===== config.mk =====
export PLATFORM = sky130hd
export DESIGN_NAME = low_voltage_monitor_ctrl
export DESIGN_NICKNAME = d
export VERILOG_FILES = /design/src/vreg_ctrl_pkg.sv /design/src/low_voltage_monitor_ctrl.sv /design/src/sticky_irq.sv /design/src/sync_two_stage.sv
export SDC_FILE = /design/constraint.sdc
export NUM_CORES = 1
export LEC_CHECK = 0
export BUFFER_PORTS_ARGS = -buffer_cell sky130_fd_sc_hd__buf_4
export CAP_MARGIN = 30
export CORE_UTILIZATION = 36
export CTS_CLUSTER_DIAMETER = 120
export DETAILED_ROUTE_END_ITERATION = 8
export HOLD_SLACK_MARGIN = 0.05
export PLACE_DENSITY = 0.74
export SLEW_MARGIN = 5
export SYNTH_ARGS = -nofsm -noshare
export SYNTH_HDL_FRONTEND = slang
export SYNTH_SLANG_ARGS = --single-unit

===== constraint.sdc =====
create_clock -name sys_clk -period 1.5 [get_ports sys_clk]
set_clock_uncertainty 0.1 [all_clocks]
set_input_delay 0.3 -clock sys_clk [delete_from_list [all_inputs] [get_ports sys_clk]]
set_output_delay 0.3 -clock sys_clk [all_outputs]
set_load 0.1 [all_outputs]

===== src/vreg_ctrl_pkg.sv =====
package vreg_ctrl_pkg;

  // ------------------------------------------------------------
  // Bus geometry
  // ------------------------------------------------------------
  localparam int ADDR_W = 5;
  localparam int DATA_W = 32;

  // ------------------------------------------------------------
  // Register byte offsets
  // ------------------------------------------------------------
  localparam logic [ADDR_W-1:0] OFS_CTRL_STATUS = 5'h00;
  localparam logic [ADDR_W-1:0] OFS_IRQ_STATUS = 5'h04;
  localparam logic [ADDR_W-1:0] OFS_IRQ_CLEAR = 5'h08;
  localparam logic [ADDR_W-1:0] OFS_IRQ_ENABLE = 5'h0C;
  localparam logic [ADDR_W-1:0] OFS_MODE = 5'h10;

  // ------------------------------------------------------------
  // Field positions of regulator_control_status (8 bits wide)
  // ------------------------------------------------------------
  localparam int CTRL_W = 8;
  localparam int BIT_UV_STATUS = 0;
  localparam int BIT_UV_IRQ_ENABLE = 1;
  localparam int BIT_UV_CHANGE_FLAG = 2;

  // ------------------------------------------------------------
  // Event bits of the interrupt status, clear and enable registers
  // ------------------------------------------------------------
  localparam int EVENT_N = 2;
  localparam int EVT_UV_CHANGE = 0;
  localparam int EVT_CORE_RESET = 1;

  // ------------------------------------------------------------
  // Reset values
  // ------------------------------------------------------------
  localparam logic RST_UV_STATUS = 1'b0;
  localparam logic RST_POWER_UP_RESET = 1'b1;
  localparam logic RST_CORE_RESET = 1'b0;
  localparam logic [EVENT_N-1:0] RST_IRQ_STATUS = 2'h0;
  localparam logic [EVENT_N-1:0] RST_IRQ_ENABLE = 2'h0;
  localparam logic [DATA_W-1:0] RST_READDATA = 32'h0000_0000;

  // ------------------------------------------------------------
  // Synchroniser depth
  // ------------------------------------------------------------
  localparam int SYNC_STAGES = 2;

  // ------------------------------------------------------------
  // Types
  // ------------------------------------------------------------
  typedef enum logic [1:0] {
    MODE_FULL,
    MODE_REDUCED,
    MODE_SHUTDOWN
  } mode_type;

  typedef struct packed {
    logic [ADDR_W-1:0] address;
    logic read;
    logic write;
    logic [DATA_W-1:0] writedata;
  } avl_req_type;

  typedef struct packed {
    logic [DATA_W-1:0] readdata;
    logic waitrequest;
  } avl_rsp_type;

  // Comparator outputs, asynchronous to sys_clk
  typedef struct packed {
    logic analog_below_assert;
    logic analog_above_deassert;
    logic core_below_reset_assert;
    logic core_above_reset_release;
    logic core_above_power_up_release;
  } analog_type;

  localparam int ANALOG_W = $bits(analog_type);

endpackage


===== src/low_voltage_monitor_ctrl.sv =====
// The implementer's own choices: the placing of the registers and the Avalon-MM register port.
`timescale 1ns/1ps
// Behaviour
// - The undervoltage status bit is read-only and writes to it are ignored.
// - In full performance operation the status bit goes to 1 when the analog supply is low.
// - The status bit returns to 0 only once the supply rises above the release level; the code also clears it whenever it leaves full performance operation.
// - In reduced power or shutdown operation the status bit reads as 0.
// - The interrupt is requested while the change flag is set and its enable is 1.
// - Every rising or falling change of the status bit sets the change flag.
// - Writing 1 clears the change flag, writing 0 leaves it alone.
// - Entering reduced power operation does not clear the change flag.
// - Detection and status updates run only in full performance operation.
// - The power-up reset output stays high until the core supply passes its level.
// - The power-up reset works in every operating mode.
// - The core reset asserts below its assert level and releases above its release level.
// - The core reset acts only in full performance operation.
// - Shutdown operation is entered while the regulator enable input is low.
// - Reduced power operation is chosen while the processor is stopped.
module low_voltage_monitor_ctrl (
  input wire logic sys_clk,
  input wire logic nrst,
  input wire vreg_ctrl_pkg::avl_req_type avl_req,
  output vreg_ctrl_pkg::avl_rsp_type avl_rsp,
  input wire vreg_ctrl_pkg::analog_type analog_in,
  input wire logic regulator_enable_in,
  input wire logic cpu_stop,
  output logic power_up_reset,
  output logic core_undervolt_reset,
  output logic undervolt_interrupt
);
  import vreg_ctrl_pkg::*;

  // ------------------------------------------------------------
  // State
  // ------------------------------------------------------------
  typedef struct packed {
    mode_type mode;
    logic uv_status;
    logic core_latch;
    logic core_reset;
    logic por;
    logic ack;
    logic [DATA_W-1:0] readdata;
  } ctrl_state_type;

  ctrl_state_type st_r;
  ctrl_state_type st_nxt;

  analog_type ana_s;
  logic en_s;
  logic [EVENT_N-1:0] irq_status;
  logic [EVENT_N-1:0] irq_enable;
  logic [EVENT_N-1:0] evt_set;
  logic [EVENT_N-1:0] evt_clr;
  logic [EVENT_N-1:0] en_we;
  logic [EVENT_N-1:0] en_wd;
  logic wr_take;
  logic rd_take;

  // ------------------------------------------------------------
  // Helpers
  // ------------------------------------------------------------
  // Two thresholds give hysteresis; between them the level holds
  function automatic logic hyst(input logic cur, input logic below, input logic above);
    logic res;
    res = cur;
    if (below) begin
      res = 1'b1;
    end else if (above) begin
      res = 1'b0;
    end
    return res;
  endfunction

  function automatic logic [CTRL_W-1:0] ctrl_image(input logic sts, input logic en,
                                                   input logic flag);
    logic [CTRL_W-1:0] v;
    v = '0;
    v[BIT_UV_STATUS] = sts;
    v[BIT_UV_IRQ_ENABLE] = en;
    v[BIT_UV_CHANGE_FLAG] = flag;
    return v;
  endfunction

  // ------------------------------------------------------------
  // Input synchronisers
  // ------------------------------------------------------------
  // The stop request is same-clock logic and needs none
  sync_two_stage #(.WIDTH(ANALOG_W + 1)) u_sync (
    .sys_clk(sys_clk),
    .nrst(nrst),
    .async_in({analog_in, regulator_enable_in}),
    .sync_out({ana_s, en_s})
  );

  // ------------------------------------------------------------
  // Bus slave: one wait state on every access
  // ------------------------------------------------------------
  assign wr_take = avl_req.write & st_r.ack;
  assign rd_take = avl_req.read & ~st_r.ack;
  assign avl_rsp.waitrequest = (avl_req.read | avl_req.write) & ~st_r.ack;
  assign avl_rsp.readdata = st_r.readdata;

  // ------------------------------------------------------------
  // Interrupt glue
  // ------------------------------------------------------------
  always_comb begin
    evt_set = '0;
    evt_clr = '0;
    en_we = '0;
    en_wd = '0;
    evt_set[EVT_UV_CHANGE] = st_nxt.uv_status ^ st_r.uv_status;
    evt_set[EVT_CORE_RESET] = st_nxt.core_reset & ~st_r.core_reset;
    if (wr_take) begin
      if (avl_req.address == OFS_CTRL_STATUS) begin
        evt_clr[EVT_UV_CHANGE] = avl_req.writedata[BIT_UV_CHANGE_FLAG];
        en_we[EVT_UV_CHANGE] = 1'b1;
        en_wd[EVT_UV_CHANGE] = avl_req.writedata[BIT_UV_IRQ_ENABLE];
      end else if (avl_req.address == OFS_IRQ_CLEAR) begin
        evt_clr = avl_req.writedata[EVENT_N-1:0];
      end else if (avl_req.address == OFS_IRQ_ENABLE) begin
        en_we = '1;
        en_wd = avl_req.writedata[EVENT_N-1:0];
      end
    end
  end

  sticky_irq #(.N(EVENT_N)) u_irq (
    .sys_clk(sys_clk),
    .nrst(nrst),
    .set_evt(evt_set),
    .clr(evt_clr),
    .en_we(en_we),
    .en_wd(en_wd),
    .status(irq_status),
    .enable(irq_enable),
    .irq(undervolt_interrupt)
  );

  // ------------------------------------------------------------
  // Next state
  // ------------------------------------------------------------
  always_comb begin
    st_nxt = st_r;
    // Operating mode
    if (!en_s) begin
      st_nxt.mode = MODE_SHUTDOWN;
    end else if (cpu_stop) begin
      st_nxt.mode = MODE_REDUCED;
    end else begin
      st_nxt.mode = MODE_FULL;
    end
    // Low-voltage detection; the detector sleeps outside full mode
    if (st_r.mode == MODE_FULL) begin
      st_nxt.uv_status = hyst(st_r.uv_status, ana_s.analog_below_assert,
                              ana_s.analog_above_deassert);
      st_nxt.core_latch = hyst(st_r.core_latch, ana_s.core_below_reset_assert,
                               ana_s.core_above_reset_release);
    end else begin
      st_nxt.uv_status = 1'b0;
      st_nxt.core_latch = 1'b0;
    end
    st_nxt.core_reset = st_nxt.core_latch;
    // Power-up reset ignores the mode on purpose
    st_nxt.por = ~ana_s.core_above_power_up_release;
    // Bus
    st_nxt.ack = (avl_req.read | avl_req.write) & ~st_r.ack;
    if (rd_take) begin
      st_nxt.readdata = '0;
      if (avl_req.address == OFS_CTRL_STATUS) begin
        st_nxt.readdata[CTRL_W-1:0] = ctrl_image(st_r.uv_status, irq_enable[EVT_UV_CHANGE],
                                                 irq_status[EVT_UV_CHANGE]);
      end else if (avl_req.address == OFS_IRQ_STATUS) begin
        st_nxt.readdata[EVENT_N-1:0] = irq_status;
      end else if (avl_req.address == OFS_IRQ_ENABLE) begin
        st_nxt.readdata[EVENT_N-1:0] = irq_enable;
      end else if (avl_req.address == OFS_MODE) begin
        st_nxt.readdata[1:0] = st_r.mode;
      end
    end
    // Status bit has no write path at all
  end

  always_ff @(posedge sys_clk) begin
    if (!nrst) begin
      st_r.mode <= MODE_SHUTDOWN;
      st_r.uv_status <= RST_UV_STATUS;
      st_r.core_latch <= RST_CORE_RESET;
      st_r.core_reset <= RST_CORE_RESET;
      st_r.por <= RST_POWER_UP_RESET;
      st_r.ack <= 1'b0;
      st_r.readdata <= RST_READDATA;
    end else begin
      st_r <= st_nxt;
    end
  end

  assign power_up_reset = st_r.por;
  assign core_undervolt_reset = st_r.core_reset;

  logic flag;
  assign flag = irq_status[EVT_UV_CHANGE];
endmodule


===== src/sticky_irq.sv =====
`timescale 1ns/1ps
module sticky_irq #(
  parameter int N = 2
) (
  input wire logic sys_clk,
  input wire logic nrst,
  input wire logic [N-1:0] set_evt,
  input wire logic [N-1:0] clr,
  input wire logic [N-1:0] en_we,
  input wire logic [N-1:0] en_wd,
  output logic [N-1:0] status,
  output logic [N-1:0] enable,
  output logic irq
);
  import vreg_ctrl_pkg::*;

  typedef struct packed {
    logic [N-1:0] status;
    logic [N-1:0] enable;
  } irq_state_type;

  irq_state_type st_r;
  irq_state_type st_nxt;

  if (N < 1 || N > EVENT_N) begin : g_bad_n
    $error("sticky_irq supports 1 to EVENT_N events");
  end

  // Set beats clear so an event in the clearing cycle survives
  always_comb begin
    st_nxt = st_r;
    for (int i = 0; i < N; i++) begin
      st_nxt.status[i] = set_evt[i] | (st_r.status[i] & ~clr[i]);
      st_nxt.enable[i] = en_we[i] ? en_wd[i] : st_r.enable[i];
    end
  end

  always_ff @(posedge sys_clk) begin
    if (!nrst) begin
      st_r.status <= RST_IRQ_STATUS[N-1:0];
      st_r.enable <= RST_IRQ_ENABLE[N-1:0];
    end else begin
      st_r <= st_nxt;
    end
  end

  assign status = st_r.status;
  assign enable = st_r.enable;
  assign irq = |(st_r.status & st_r.enable);

endmodule


===== src/sync_two_stage.sv =====
`timescale 1ns/1ps
module sync_two_stage #(
  parameter int WIDTH = 1
) (
  input wire logic sys_clk,
  input wire logic nrst,
  input wire logic [WIDTH-1:0] async_in,
  output logic [WIDTH-1:0] sync_out
);
  import vreg_ctrl_pkg::*;

  typedef struct packed {
    logic [WIDTH-1:0] meta;
    logic [WIDTH-1:0] stable;
  } sync_state_type;

  sync_state_type st_r;
  sync_state_type st_nxt;

  if (WIDTH < 1) begin : g_bad_width
    $error("sync_two_stage needs WIDTH of at least one");
  end

  // First stage feeds only the second stage
  always_comb begin
    st_nxt.meta = async_in;
    st_nxt.stable = st_r.meta;
  end

  always_ff @(posedge sys_clk) begin
    if (!nrst) begin
      st_r <= '0;
    end else begin
      st_r <= st_nxt;
    end
  end

  assign sync_out = st_r.stable;

endmodule


==> flow_metrics.py <==
metrics = {
    "yosys": {
        "postSynthAreaPerCell_sq_um": 8.786,
        "synth_cells": 137,
        "synth_flop_cell": "dfxtp_1",
        "ys_seq_area_share_pct": 41.58,
        "synth-edff-count": 0,
        "synth-seq-cells": 25,
        "synth.distinct_cells": 33,
        "synth_area_sq_um": 1204,
        "async_flop_share_pct": 0,
        "synth_warnings": 0,
    },
    "grt": {
        "antenna_found_initial": 0,
        "grtUsageTotal_pct": 11.14,
        "grt_pass1_wl_um": 2946,
        "overflow": 0,
        "grt_max_degree": 27,
        "grt_pass1_vias": 696,
    },
    "route": {
        "wire_per_inst_um": 9.629,
        "drc": 0,
        "vias": 885,
        "firstDrtPassIters": 4,
        "ant_nets": 0,
        "viasPerCell": 4.317,
        "routed_wl_um": 1974,
        "dr.first_iter.drc_count": 29,
    },
    "sta": {
        "setup_violations": 0,
        "setup_ws_ps": 21.12,
        "setup_tns_ps": 0,
        "finalCriticalPeriod_ps": 1479,
        "fmaxAchievable_ghz": 0.6762,
        "timing.final.crit_share_pct": 98.59,
        "grt_setup_unrepaired": "yes",
        "drv_slew": 0,
        "hold_violations": 0,
    },
    "clocking": {
        "cts_tree": "built",
        "cts_max_path_buffers": 2,
        "clk_pin_slew_worst_paths_ps": 140,
        "clock_insertion_delay_worst_skew_ps": 320,
        "ctsHtreeMaxLevel": 1,
        "cts-root-buf": "clkbuf_4",
        "numCtsBuffers": 3,
        "cts.sinks": 25,
    },
    "die": {
        "core-area_sq_um": 3103,
        "io_pins": 84,
        "fp.dieH_um": 59.82,
        "rows": 20,
        "fp.dieW_um": 59.82,
        "dieArea_sq_um": 3578,
        "initial_utilization_pct": 38.79,
    },
    "cells_and_area": {
        "num_antenna_cells": 0,
        "fillers": 325,
        "seqCellArea_sq_um": 506.7,
        "drive_gt1_share_pct": 27.95,
        "design_area_sq_um": 1396,
        "syn_to_final_growth_pct": 16.01,
        "num-nets-final": 210,
        "multi_input_area_sq_um": 539.3,
    },
    "setup_path": {
        "endpoint": "undervolt_interrupt",
        "cp-startpoint": "u_irq.status[0]$_SDFF_PN0_",
        "end_kind": "output pin",
        "critPathMaxFanout": 3,
        "worstRegToRegCells": 3,
        "critical_path_class": "flop to output pin",
        "rrSetupSlack_ps": 80,
        "startpoint_type": "flop",
        "r2r-start": "st_r[32]$_SDFF_PN0_",
        "crit_arrival_ps": 1080,
        "r2r-end": "u_irq.status[1]$_SDFF_PN0_",
        "worstPathRequired_ps": 1100,
    },
    "placed_design": {
        "numPortBuffers": 25,
        "routabilityCongestion": 0.8810,
        "hpwl_um": 1437,
        "place_ws_ps": -187.2,
        "placed_area_sq_um": 1316,
    },
    "outcome": {
        "status": "completed",
    },
    "pwr": {
        "vdd_ir_drop_max_v": 0.0006772,
        "cellPowerDensity_nw_per_um2": 1052,
        "total_power_mw": 1.469,
        "leakage_nw": 0.5895,
    },
    "min_path": {
        "hold_path_class": "input pin to flop",
    },
    "flow_run": {
        "maxCapViolCount": 0,
    },
}
==> cell usage after synthesis (all sizes together) (2+ instances only) <==
cell,instances,area [sq um]
buf,34,259.0
nor3,3,15.01
nor2,6,22.52
and2,13,81.33
nor2b,3,21.27
mux2i,2,20.02
a31oi,2,12.51
or3,3,23.77
nand2,10,37.54
o21ai,5,25.02
clkbuf,3,11.26
dfxtp,25,500.5
o32ai,2,17.52
inv,6,22.52
nand3,2,10.01
a21oi,4,20.02
==> worst min path at each step <==
stage                                        from  cells past startpoint  slack (ps)                      endpoint
global route                          avl_req[32]                      2          60  u_irq.enable[0]$_SDFFE_PN0P_
CTS                                   avl_req[32]                      2          60  u_irq.enable[0]$_SDFFE_PN0P_
global placement    u_sync.sync_out[1]$_SDFF_PN0_                      1         240     power_up_reset$_SDFF_PN1_
detailed placement  u_sync.sync_out[1]$_SDFF_PN0_                      1         250     power_up_reset$_SDFF_PN1_
floorplan           u_sync.sync_out[1]$_SDFF_PN0_                      1         240     power_up_reset$_SDFF_PN1_
finish                                avl_req[32]                      2          60  u_irq.enable[0]$_SDFFE_PN0P_
==> flip-flops by register name, summed over array words and instances, names as in the netlist <==
name and flops:
u_sync.sync_out 6, u_irq.enable 2, u_sync.st_nxt 6, avl_rsp 3, u_irq.status 2, core_undervolt_reset 1, power_up_reset 1, st_r 4
==> what timing repair did <==
action,in CTS,in global routing
resized for setup,7,8
endpoints found under the setup margin,2,2
pin swaps,0,1
setup buffers,0,1
hold buffers,0,0
==> placed cells by master (no fill, tap or decap), types with 3 or more instances in the layout <==
master / Yosys / layout
a21oi_1: 4 / 4
dfxtp_1: 25 / 20
nand2_1: 10 / 10
clkbuf_4: 0 / 3
buf_4: 33 / 27
and2_1: 13 / 13
inv_1: 6 / 4
nor2_1: 6 / 5
o21ai_0: 5 / 3
conb_1: 1 / 29
dfxtp_2: 0 / 5
==> report_power, final <==
part	internal [mW]	switching [mW]	leakage (nW)
clock network	0.102	0.206	0.0139
logic	0.0711	0.396	0.368
registers	0.685	0.00854	0.207
total	0.858	0.611	0.590
==> metal layers <==
metal  share of wire [%]  track usage [%]  wire, um
met2                  51            17.62      1008
met1                  41            13.94       803
met4                0.61            6.312        12
met5                   0                0         0
met3                 7.6            2.381       150
==> metrics by stage <==
step | instances | hold slack, ps | util, %
floorplan | 165 | 243.4 | -
global placement | 200 | 244.9 | 42.42
detailed placement | 200 | 250.4 | 42.42
CTS | 204 | 60.47 | 44.07
global route | 205 | 57.47 | 45.00
finish | 205 | 62.94 | 45.00
==> layout make-up <==
cell class | instances | share of cell area (%)
clock buffer | 3 | 1.613
multi-input combinational | 97 | 38.62
clock inverter | 1 | 0.5376
inverter | 6 | 1.613
timing repair buffer | 29 | 17.38
sequential | 25 | 36.29
tap | 44 | 3.943
==> worst max-delay path, cell delays in order (launching register included) <==
cell     delay (ps)
dfxtp_2         360
inv_2            50
o21ai_4         160
buf_12          190
==> kinds of logic after synthesis <==
group / Yosys count / share of synthesized area (%)
compound gates: 19 / 10.40
xor+xnor: 1 / 0.7278
buf+inv: 43 / 24.32
flops: 25 / 41.58
mux: 2 / 1.663
other cells: 1 / 0.3116
simple gates: 46 / 21.00
(Power assumes the default switching activity.)
